**config.mk**
```make
export PLATFORM = sky130hd
export DESIGN_NAME = rcms_top
export DESIGN_NICKNAME = d
export VERILOG_FILES = /design/src/pkg/rcms_pkg.sv /design/src/logic/rcms_reset_sync.sv /design/src/logic/rcms_mode_latch.sv /design/src/logic/rcms_top.sv
export SDC_FILE = /design/constraint.sdc
export NUM_CORES = 1
export LEC_CHECK = 0
export CELL_PAD_IN_SITES_DETAIL_PLACEMENT = 1
export CELL_PAD_IN_SITES_GLOBAL_PLACEMENT = 2
export CORE_MARGIN = 3
export CORE_UTILIZATION = 39
export CTS_CLUSTER_SIZE = 20
export DETAILED_ROUTE_END_ITERATION = 10
export DONT_BUFFER_PORTS = 1
export PLACE_DENSITY_LB_ADDON = 0.1
export SETUP_SLACK_MARGIN = 0.05
export SLEW_MARGIN = 20
export SYNTH_ARGS = -nofsm -noshare
export SYNTH_HDL_FRONTEND = slang
export SYNTH_SLANG_ARGS = --single-unit
```
**constraint.sdc**
```tcl
create_clock -name clk_sys -period 4.1 [get_ports clk_sys]
set_clock_uncertainty 0.1 [all_clocks]
set_input_delay 0.82 -clock clk_sys [delete_from_list [all_inputs] [get_ports clk_sys]]
set_output_delay 0.82 -clock clk_sys [all_outputs]
set_load 0.1 [all_outputs]
```
**src/pkg/rcms_pkg.sv**
```systemverilog
// Constants for the reset and configuration mode select block
// Function
// External reset pin is active low.
// Monitor disabled: reset follows pin only.
// Monitor enabled: need pin high, supplies stable.
// Supply drop asserts reset again.
// Unconnected monitor enable reads as zero.
// Board releases reset after supplies stable.
// Sample four-bit mode on reset release.
// Codes 0-3 select self-driven SPI.
// Codes 4-7 select externally driven SPI.
// Code C selects boundary-scan configuration.
// Board presents only the nine codes.
// Self-driven SPI reads flash itself.
// External processor drives passive SPI.
// Accept configuration from internal user logic.
// Boundary-scan mode never starts by itself.
// Programmer holds reset while writing flash.
// Programmer resets device before shifting configuration.
// Self-driven SPI starts at reset release.
// Done and failed pins report progress.
// Sampled mode holds until next release.
// Combined reset synchronised before release.
package rcms_pkg;

  // ----------------------------------------
  // Mode codes
  // ----------------------------------------
  localparam logic [3:0] MODE_ACTIVE_LO = 4'h0;
  localparam logic [3:0] MODE_ACTIVE_HI = 4'h3;
  localparam logic [3:0] MODE_PASSIVE_LO = 4'h4;
  localparam logic [3:0] MODE_PASSIVE_HI = 4'h7;
  localparam logic [3:0] MODE_SCAN = 4'hC;
  localparam int MODE_W = 4;
  localparam int PHASE_BIT = 0;
  localparam int POLARITY_BIT = 1;
  localparam int SYNC_STAGES = 2;

  // ----------------------------------------
  // Decoded configuration source
  // ----------------------------------------
  typedef enum logic [4:0]
  {
    SRC_NONE = 5'h01,
    SRC_ACTIVE = 5'h02,
    SRC_PASSIVE = 5'h04,
    SRC_SCAN = 5'h08,
    SRC_BAD = 5'h10
  } rcms_src_e;

  // ----------------------------------------
  // Configuration progress states
  // ----------------------------------------
  typedef enum logic [4:0]
  {
    ST_RESET = 5'h01,
    ST_LOAD = 5'h02,
    ST_WAIT = 5'h04,
    ST_DONE = 5'h08,
    ST_FAIL = 5'h10
  } rcms_state_e;

  function automatic rcms_src_e rcms_decode(input logic [3:0] code);
    if (code <= MODE_ACTIVE_HI)
      return SRC_ACTIVE;
    else if (code >= MODE_PASSIVE_LO && code <= MODE_PASSIVE_HI)
      return SRC_PASSIVE;
    else if (code == MODE_SCAN)
      return SRC_SCAN;
    else
      return SRC_BAD;
  endfunction : rcms_decode

endpackage : rcms_pkg

```
**src/logic/rcms_reset_sync.sv**
```systemverilog
// Reset combiner and release synchroniser
`timescale 1ns/100ps
module rcms_reset_sync #(
  parameter int STAGES = rcms_pkg::SYNC_STAGES
) (
  input wire logic clk_sys,
  input wire logic rst,
  input wire logic resetPinN,
  input wire logic porEnable,
  input wire logic supplyStable,
  output logic coreReset,
  output logic releasePulse
);
  // A single stage would let the release meet the clock unfiltered
  if (STAGES < 2)
  begin : g_bad_stages
    $error("STAGES must be at least 2");
  end

  logic holdReset;
  logic asyncReset;
  logic [STAGES-1:0] syncChain_r;
  logic coreReset_r;

  // Pin low holds reset; monitor counted only when enabled
  assign holdReset = !resetPinN || (porEnable && !supplyStable);
  assign asyncReset = rst || holdReset;

  // Assert at once, release only after the chain fills
  always_ff @(posedge clk_sys or posedge asyncReset)
  begin
    if (asyncReset)
      syncChain_r <= '0;
    else
      syncChain_r <= {syncChain_r[STAGES-2:0], 1'b1};
  end

  always_ff @(posedge clk_sys or posedge rst)
  begin
    if (rst)
      coreReset_r <= 1'b1;
    else
      coreReset_r <= !syncChain_r[STAGES-1];
  end

  assign coreReset = !syncChain_r[STAGES-1];
  // One clean edge where the last stage has risen
  assign releasePulse = coreReset_r && syncChain_r[STAGES-1];
endmodule : rcms_reset_sync

```
**src/logic/rcms_mode_latch.sv**
```systemverilog
// Mode pin capture and decode
`timescale 1ns/100ps
module rcms_mode_latch #(
  parameter int WIDTH = rcms_pkg::MODE_W
) (
  input wire logic clk_sys,
  input wire logic rst,
  input wire logic capture,
  input wire logic [WIDTH-1:0] modePins,
  output logic [WIDTH-1:0] modeHeld,
  output rcms_pkg::rcms_src_e source
);
  if (WIDTH != 4)
  begin : g_bad_width
    $error("WIDTH must be 4");
  end

  logic [WIDTH-1:0] modeHeld_r;
  rcms_pkg::rcms_src_e source_r;

  // Only the release edge loads; held otherwise
  always_ff @(posedge clk_sys or posedge rst)
  begin
    if (rst)
      modeHeld_r <= '0;
    else if (capture)
      modeHeld_r <= modePins;
  end

  always_ff @(posedge clk_sys or posedge rst)
  begin
    if (rst)
      source_r <= rcms_pkg::SRC_NONE;
    else if (capture)
      source_r <= rcms_pkg::rcms_decode(modePins);
  end

  assign modeHeld = modeHeld_r;
  assign source = source_r;
endmodule : rcms_mode_latch

```
**src/logic/rcms_top.sv**
```systemverilog
// Reset and configuration mode select top level
`timescale 1ns/100ps
module rcms_top (
  input wire logic clk_sys,
  input wire logic rst,
  input wire logic resetPinN,
  input wire logic porEnable,
  input wire logic supplyStable,
  input wire logic [3:0] config_mode_select,
  input wire logic loadDone,
  input wire logic loadError,
  input wire logic userLoadStart,
  input wire logic failedIn,
  output logic coreReset,
  output logic [3:0] modeHeld,
  output logic spiActive,
  output logic spiPassive,
  output logic scanMode,
  output logic badMode,
  output logic spiPolarity,
  output logic spiPhase,
  output logic flashReadStart,
  output logic userLoadActive,
  output logic cfgDone,
  output logic failedOut,
  output logic failedOe
);

  // ----------------------------------------
  // Reset and mode capture
  // ----------------------------------------
  logic releasePulse;
  rcms_pkg::rcms_src_e source;
  rcms_pkg::rcms_state_e state_r;
  rcms_pkg::rcms_state_e state_nxt;
  logic flashReadStart_r;
  logic userLoad_r;
  logic cfgDone_r;
  logic failedDrive_r;

  rcms_reset_sync u_sync (
    .clk_sys(clk_sys),
    .rst(rst),
    .resetPinN(resetPinN),
    .porEnable(porEnable),
    .supplyStable(supplyStable),
    .coreReset(coreReset),
    .releasePulse(releasePulse)
  );

  rcms_mode_latch u_mode (
    .clk_sys(clk_sys),
    .rst(rst),
    .capture(releasePulse),
    .modePins(config_mode_select),
    .modeHeld(modeHeld),
    .source(source)
  );

  assign spiActive = (source == rcms_pkg::SRC_ACTIVE);
  assign spiPassive = (source == rcms_pkg::SRC_PASSIVE);
  assign scanMode = (source == rcms_pkg::SRC_SCAN);
  assign badMode = (source == rcms_pkg::SRC_BAD);
  assign spiPhase = modeHeld[rcms_pkg::PHASE_BIT] && (spiActive || spiPassive);
  assign spiPolarity = modeHeld[rcms_pkg::POLARITY_BIT] && (spiActive || spiPassive);

  // ----------------------------------------
  // Progress state machine
  // ----------------------------------------
  always_comb
  begin
    state_nxt = state_r;
    case (state_r)
      rcms_pkg::ST_RESET:
      begin
        // Capture happens this edge, so decode the pins directly
        if (releasePulse)
        begin
          if (rcms_pkg::rcms_decode(config_mode_select) == rcms_pkg::SRC_SCAN)
            state_nxt = rcms_pkg::ST_WAIT;
          else
            state_nxt = rcms_pkg::ST_LOAD;
        end
      end
      rcms_pkg::ST_WAIT:
        if (userLoadStart)
          state_nxt = rcms_pkg::ST_LOAD;
      rcms_pkg::ST_LOAD:
        if (loadError && !spiActive)
          state_nxt = rcms_pkg::ST_FAIL;
        else if (loadDone)
          state_nxt = rcms_pkg::ST_DONE;
      rcms_pkg::ST_DONE:
        if (userLoadStart)
          state_nxt = rcms_pkg::ST_LOAD;
      rcms_pkg::ST_FAIL:
        if (userLoadStart)
          state_nxt = rcms_pkg::ST_LOAD;
      default:
        state_nxt = rcms_pkg::ST_RESET;
    endcase
  end

  always_ff @(posedge clk_sys or posedge rst)
  begin
    if (rst)
      state_r <= rcms_pkg::ST_RESET;
    else if (coreReset)
      state_r <= rcms_pkg::ST_RESET;
    else
      state_r <= state_nxt;
  end

  // Flash read kicks off on the single release edge
  always_ff @(posedge clk_sys or posedge rst)
  begin
    if (rst)
      flashReadStart_r <= 1'b0;
    else
      flashReadStart_r <= releasePulse &&
        (rcms_pkg::rcms_decode(config_mode_select) == rcms_pkg::SRC_ACTIVE);
  end

  always_ff @(posedge clk_sys or posedge rst)
  begin
    if (rst)
      userLoad_r <= 1'b0;
    else if (coreReset)
      userLoad_r <= 1'b0;
    // Same states the machine leaves on a user request, so no stuck flag
    else if (userLoadStart && (state_r == rcms_pkg::ST_WAIT ||
      state_r == rcms_pkg::ST_DONE || state_r == rcms_pkg::ST_FAIL))
      userLoad_r <= 1'b1;
    else if (state_r == rcms_pkg::ST_LOAD && (loadDone || loadError))
      userLoad_r <= 1'b0;
  end

  // ----------------------------------------
  // Progress outputs
  // ----------------------------------------
  // Active SPI retries on error, so failure only pulses failed
  always_ff @(posedge clk_sys or posedge rst)
  begin
    if (rst)
      cfgDone_r <= 1'b0;
    else
      cfgDone_r <= (state_nxt == rcms_pkg::ST_DONE || state_nxt == rcms_pkg::ST_FAIL)
        && !coreReset;
  end

  always_ff @(posedge clk_sys or posedge rst)
  begin
    if (rst)
      failedDrive_r <= 1'b0;
    else if (coreReset)
      failedDrive_r <= 1'b0;
    else
      failedDrive_r <= (state_nxt == rcms_pkg::ST_FAIL) ||
        (state_r == rcms_pkg::ST_LOAD && loadError && spiActive);
  end

  assign flashReadStart = flashReadStart_r;
  assign userLoadActive = userLoad_r;
  assign cfgDone = cfgDone_r;
  // Open drain: only pulls low, pull-up gives the high
  assign failedOut = 1'b0;
  assign failedOe = failedDrive_r;
endmodule : rcms_top

```
# == Word level (Yosys, flattened, before mapping) ==
# Cells that the tools add are included.
# word_totals
out_inout_bits,16
regBits,21
elab_cells,68
# op_classes
order_cmp,3
n_reduce_logical,25
mux,16
n_eq_ne,15
# op_table
cell,n
$mux W5,10
$eq A5 B4 Y1 const B,4
$eq A5 B2 Y1 const B,3
$eq A5 B5 Y1 const B,3
$pmux W5 S3,1
$logic_and A1 B1 Y1,12
$eq A5 B3 Y1 const B,2
$logic_or A1 B1 Y1,8
$eq A5 B1 Y1 const B,1
$eq A4 B4 Y1 const B,1
$ge A4 B3 Y1 const B,1
$le A4 B2 Y1 const B,1
$le A4 B3 Y1 const B,1
$logic_not A1 Y1,4
$mux W1,4
$mux W3,1
$ne A3 B3 Y1 const B,1
$reduce_or A3 Y1,1

# == Depth between registers and ports, before layout ==
# logic_depth
word_depth,13
mapped_depth,5
depth_no_buf,4

# == Hierarchy ==
# A second synthesis with hierarchy kept.
# unflattened
cells_unflattened,106
area_unflattened_um2,1059.8
# modules_own_cells
module,seq_area_each_um2,area_per_inst_um2,cells_per_inst,n_inst
rcms_top,226.5,600.6,69,1
rcms_mode_latch,226.5,352.8,28,1
rcms_reset_sync,76.3,106.4,9,1

# == Worst setup path before layout ==
# OpenSTA, ideal clock, no wires.
# synth_path
kind,register to output
start,register u_mode.source_r[4] (netlist: u_mode.source[4])
end,output spiPhase
slack_ps,-1452
arrival_time_ps,4632
path_stages_with_launch,5
required_ps,3180
cell_sequence,dfrtp_1 > or3_4 > nor3b_1 > nor2_1 > nor2b_1
# synth_between
elab_chain_cells,3
word_cells_on_any_way,4
classes_between,eq/ne: 2; reduce/logical: 2
# synth_lines
item,line_no,rtl
start: declaration,rcms_mode_latch.sv:19,rcms_pkg::rcms_src_e source_r;
start signal: assignment,rcms_mode_latch.sv:33,source_r <= rcms_pkg::SRC_NONE;
start signal: assignment,rcms_mode_latch.sv:35,source_r <= rcms_pkg::rcms_decode(modePins);
$eq A5 B3 Y1,rcms_top.sv:61,assign spiPassive = (source == rcms_pkg::SRC_PASSIVE);
net spiPassive,rcms_top.sv:17,"output logic spiPassive,"
$logic_or A1 B1 Y1,rcms_top.sv:64,assign spiPhase = modeHeld[rcms_pkg::PHASE_BIT] && (spiActive || spiPassive);
$logic_and A1 B1 Y1,rcms_top.sv:64,
end: declaration,rcms_top.sv:21,"output logic spiPhase,"
# The timed path passes the listed nets, and every way through them passes these cells.

# == Worst setup path after layout ==
# Same ends and word-level chain as after synthesis.

==> summary.md <==
| Metric | Value |
|---|---|
| Outcome | completed |
| Synth area leader | dfrtp_1 |
| Final nets | 122 |
| CP Class | flip-flop to output port |
| Die area | 3250 µm² |
| Drt total wl | 2100 µm |
| Ys Warns | 0 |
| Io pins | 29 |
| CP Capture Type | output port |
| Cell Area, Placed | 1120 µm² |
| Max Transition Viols Final | 0 |
| Clock power share | 19.3% |
| Vias in the first global route | 810 |
| Cell Chain, Critical Path | or3_4 > nor3b_4 > buf_4 > nor2_1 > nor2b_2 > buf_4 |
| H-tree depth | 1 |
| Worst EP required | 3.18 ns |
| GP Congestion | 0.820 |
| Worst path arrival time | 2.23 ns |
| Gate power share | 22.9% |
| Int Power | 0.296 mW |
| MaxCap Viol Count | 0 |
| Max incr delay on CP | 0.44 ns |
| F_max | 0.318 GHz |
| Most Frequent Cell on Critical Path | buf_4 |
| CTS tree | done |
| DRT Pass-1 Iters | 4 |
| Worst min path class | input port to asynchronous set/reset pin |
| Slowest-stage cell, CP | dfrtp_1 |
| Final Critical Period | 3.15 ns |
| FP Rows | 17 |
| Switching power | 0.205 mW |
| Routed Antenna Nets | 0 |
| Final Cycle Share | 76.8% |
| Layout cell share with drive strength beyond 1 | 25.0% |
| Synthesized flop and latch total | 21 |
| CTS sink cnt | 21 |
| Synthesized net count | 115 |
| Type of origin of the critical path | flip-flop |
| Register area | 529 µm² |
| Antenna diodes | 0 |
| Filler cells | 275 |
| Area of the multi-input gates | 492 µm² |
| Commonest cells after routing, fill and taps aside | dfrtp_1, nand2_1, nor2_1 |
| Post-Syn Instances | 102 |
| Design Power | 0.502 mW |
| Reg power frac | 57.8% |
| Post-CTS Repair Setup Buffers | 0 |
| Slew HR | 31.8% |
| Congestion Overflow GR | 0 |
| Die Wd | 57.0 µm |
| Final setup viols | 0 |
| DRC Markers | 0 |
| Setup_tns | 0 ns |
| WHS | 0.234 ns |
| Top-area cell type share of the netlist area | 44.3% |
| CP Max Fanout | 4 |
| Core Util, Final | 49.2% |
| Root buf cell | clkbuf_4 |
| Post-CTS Resized | 0 |
| Core area | 2340 µm² |
| Via count | 750 |
| Drt initial violations | 11 |
| Worst slew pin tran | 1.02 ns |
| Post-route cell area | 1150 µm² |
| First-pass GRT wire length | 3660 µm |
| CTS Buf Count | 3 |
| Post-synthesis sequential area ratio | 52.1% |
| Initial antenna violation count | 0 |
| Starting Density | 43.4% |
| Die H | 57.0 µm |
| Syn avg cell area | 9.96 µm² |
| VDD IR max | 323 µV |
| Later-pin clock latency in the skew report | 0.29 ns |
| Final Hold Vio Count | 0 |
| Hold-fix buffers, CTS | 0 |
| DP HPWL | 1660 µm |
| Most common cell after layout, fill and taps aside | dfrtp_1 |
| RSZ-0062 raised after global routing | no |
| Vias per cell | 5.51 |
| Synth area leaders | dfrtp_1, dfstp_2, mux2_2, nand2_1, nor2_1 |
| Netlist cell types | 36 |
| IO buf count | 0 |
| Max clock buf depth | 2 |
| All-Layer GR Usage | 14.0% |
| PwrDens | 436 nW/µm² |
| Leakage Power | 0.499 nW |
| Mapped cell area | 1020 µm² |
| Synth-to-Final Area Change | 13.3% |
| Clock transition at the registers of the reported paths | 0.11 ns |
| Sw frac | 41.0% |
| Wire length per cell | 15.4 µm |
| Maximum number of pins on one net before global-route repair | 21 |
## critical path: cells and delay by family, from the launching register on
kind / cells / cell delay (ns)
and+or+nand+nor: 4 / 0.89
DFF: 1 / 0.44
buffers and inverters: 2 / 0.60
## power by group through the flow
stage | clock network (mW) | registers [mW] | logic [mW]
after floorplan | 0 | 0.289 | 0.0913
after global placement | 0 | 0.294 | 0.115
after detailed placement | 0 | 0.295 | 0.116
after CTS | 0.101 | 0.291 | 0.116
after global routing | 0.110 | 0.293 | 0.122
final | 0.0968 | 0.290 | 0.115
## metal layers
metal | GRT usage, % | part of all wire (%) | up-vias
met3 | 4.75 | 7.7 | 2
li1 | - | - | 364
met4 | 2.98 | 0.67 | 0
met1 | 18.9 | 45 | 361
met2 | 22.0 | 47 | 23
met5 | 0 | 0 | -
## sequential cells by signal, indices dropped and copies added, names as in the netlist
signal              count
u_mode.source           5
flashReadStart          1
failedOe                1
cfgDone                 1
u_sync.coreReset_r      1
userLoadActive          1
u_sync.syncChain_r      2
u_mode.modeHeld         4
state_r                 5
## stage by stage
step | std cells | setup WS (ns)
5_1_grt | 136 | 0.853
6_report | 136 | 0.952
3_5_place_dp | 132 | 1.27
4_1_cts | 136 | 0.923
3_3_place_gp | 132 | 1.29
2_1_floorplan | 102 | -0.389
## cell usage after synthesis
| cell | n |
|---|---|
| nor3_1 | 5 |
| conb_1 | 2 |
| nor4_1 | 1 |
| o311ai_1 | 1 |
| o221ai_2 | 1 |
| nand3b_1 | 2 |
| nor3b_1 | 2 |
| and3_1 | 1 |
| dfstp_2 | 3 |
| buf_2 | 1 |
| dfrtp_1 | 18 |
| and2b_1 | 1 |
| o21ai_0 | 5 |
| nor2b_2 | 1 |
| and2_1 | 4 |
| xor2_1 | 1 |
| o31ai_1 | 1 |
| nor2b_1 | 3 |
| nand3_1 | 4 |
| o2111ai_1 | 1 |
| a21oi_1 | 4 |
| clkbuf_1 | 1 |
| a31o_2 | 2 |
| o21a_1 | 1 |
| o31a_1 | 1 |
| nand4bb_1 | 1 |
| or2_2 | 1 |
| a21o_1 | 1 |
| or3_4 | 1 |
| nor2_1 | 9 |
| nand2b_1 | 2 |
| and3_2 | 1 |
| buf_4 | 1 |
| mux2_2 | 4 |
| inv_1 | 3 |
| nand2_1 | 11 |
## cell families after synthesis
family                    after synthesis  synth area share [%]
AOI/OAI and AO/OA                      18                  12.4
and+or+nand+nor                        50                  26.7
DFF                                    21                  52.1
other                                   2                 0.739
xor gates and xnor gates                1                 0.862
buffers and inverters                   6                  2.71
muxes                                   4                  4.43
## worst paths after layout
check	startpoint	endpoint	slack [ns]	depth (start not counted)
max in group asynchronous	rst	u_sync.syncChain_r[1]	2.89	2
min	resetPinN	u_sync.syncChain_r[0]	0.23	1
min reg2reg	u_sync.syncChain_r[0]	u_sync.syncChain_r[1]	0.27	0
max reg2reg	u_sync.syncChain_r[1]	cfgDone	2.32	3
min in group clk_sys	u_sync.syncChain_r[0]	u_sync.syncChain_r[1]	0.27	0
max	u_mode.source[4]	spiPhase	0.95	6
## cell type report
| cell class | instances | area share [%] |
|---|---|---|
| Clock buffer | 4 | 2.28 |
| Inverter | 3 | 0.978 |
| Multi-Input combinational cell | 75 | 42.7 |
| Sequential cell | 21 | 46.0 |
| Tap cell | 28 | 3.04 |
| Timing Repair Buffer | 5 | 5.00 |
(Power assumes the default switching activity.)
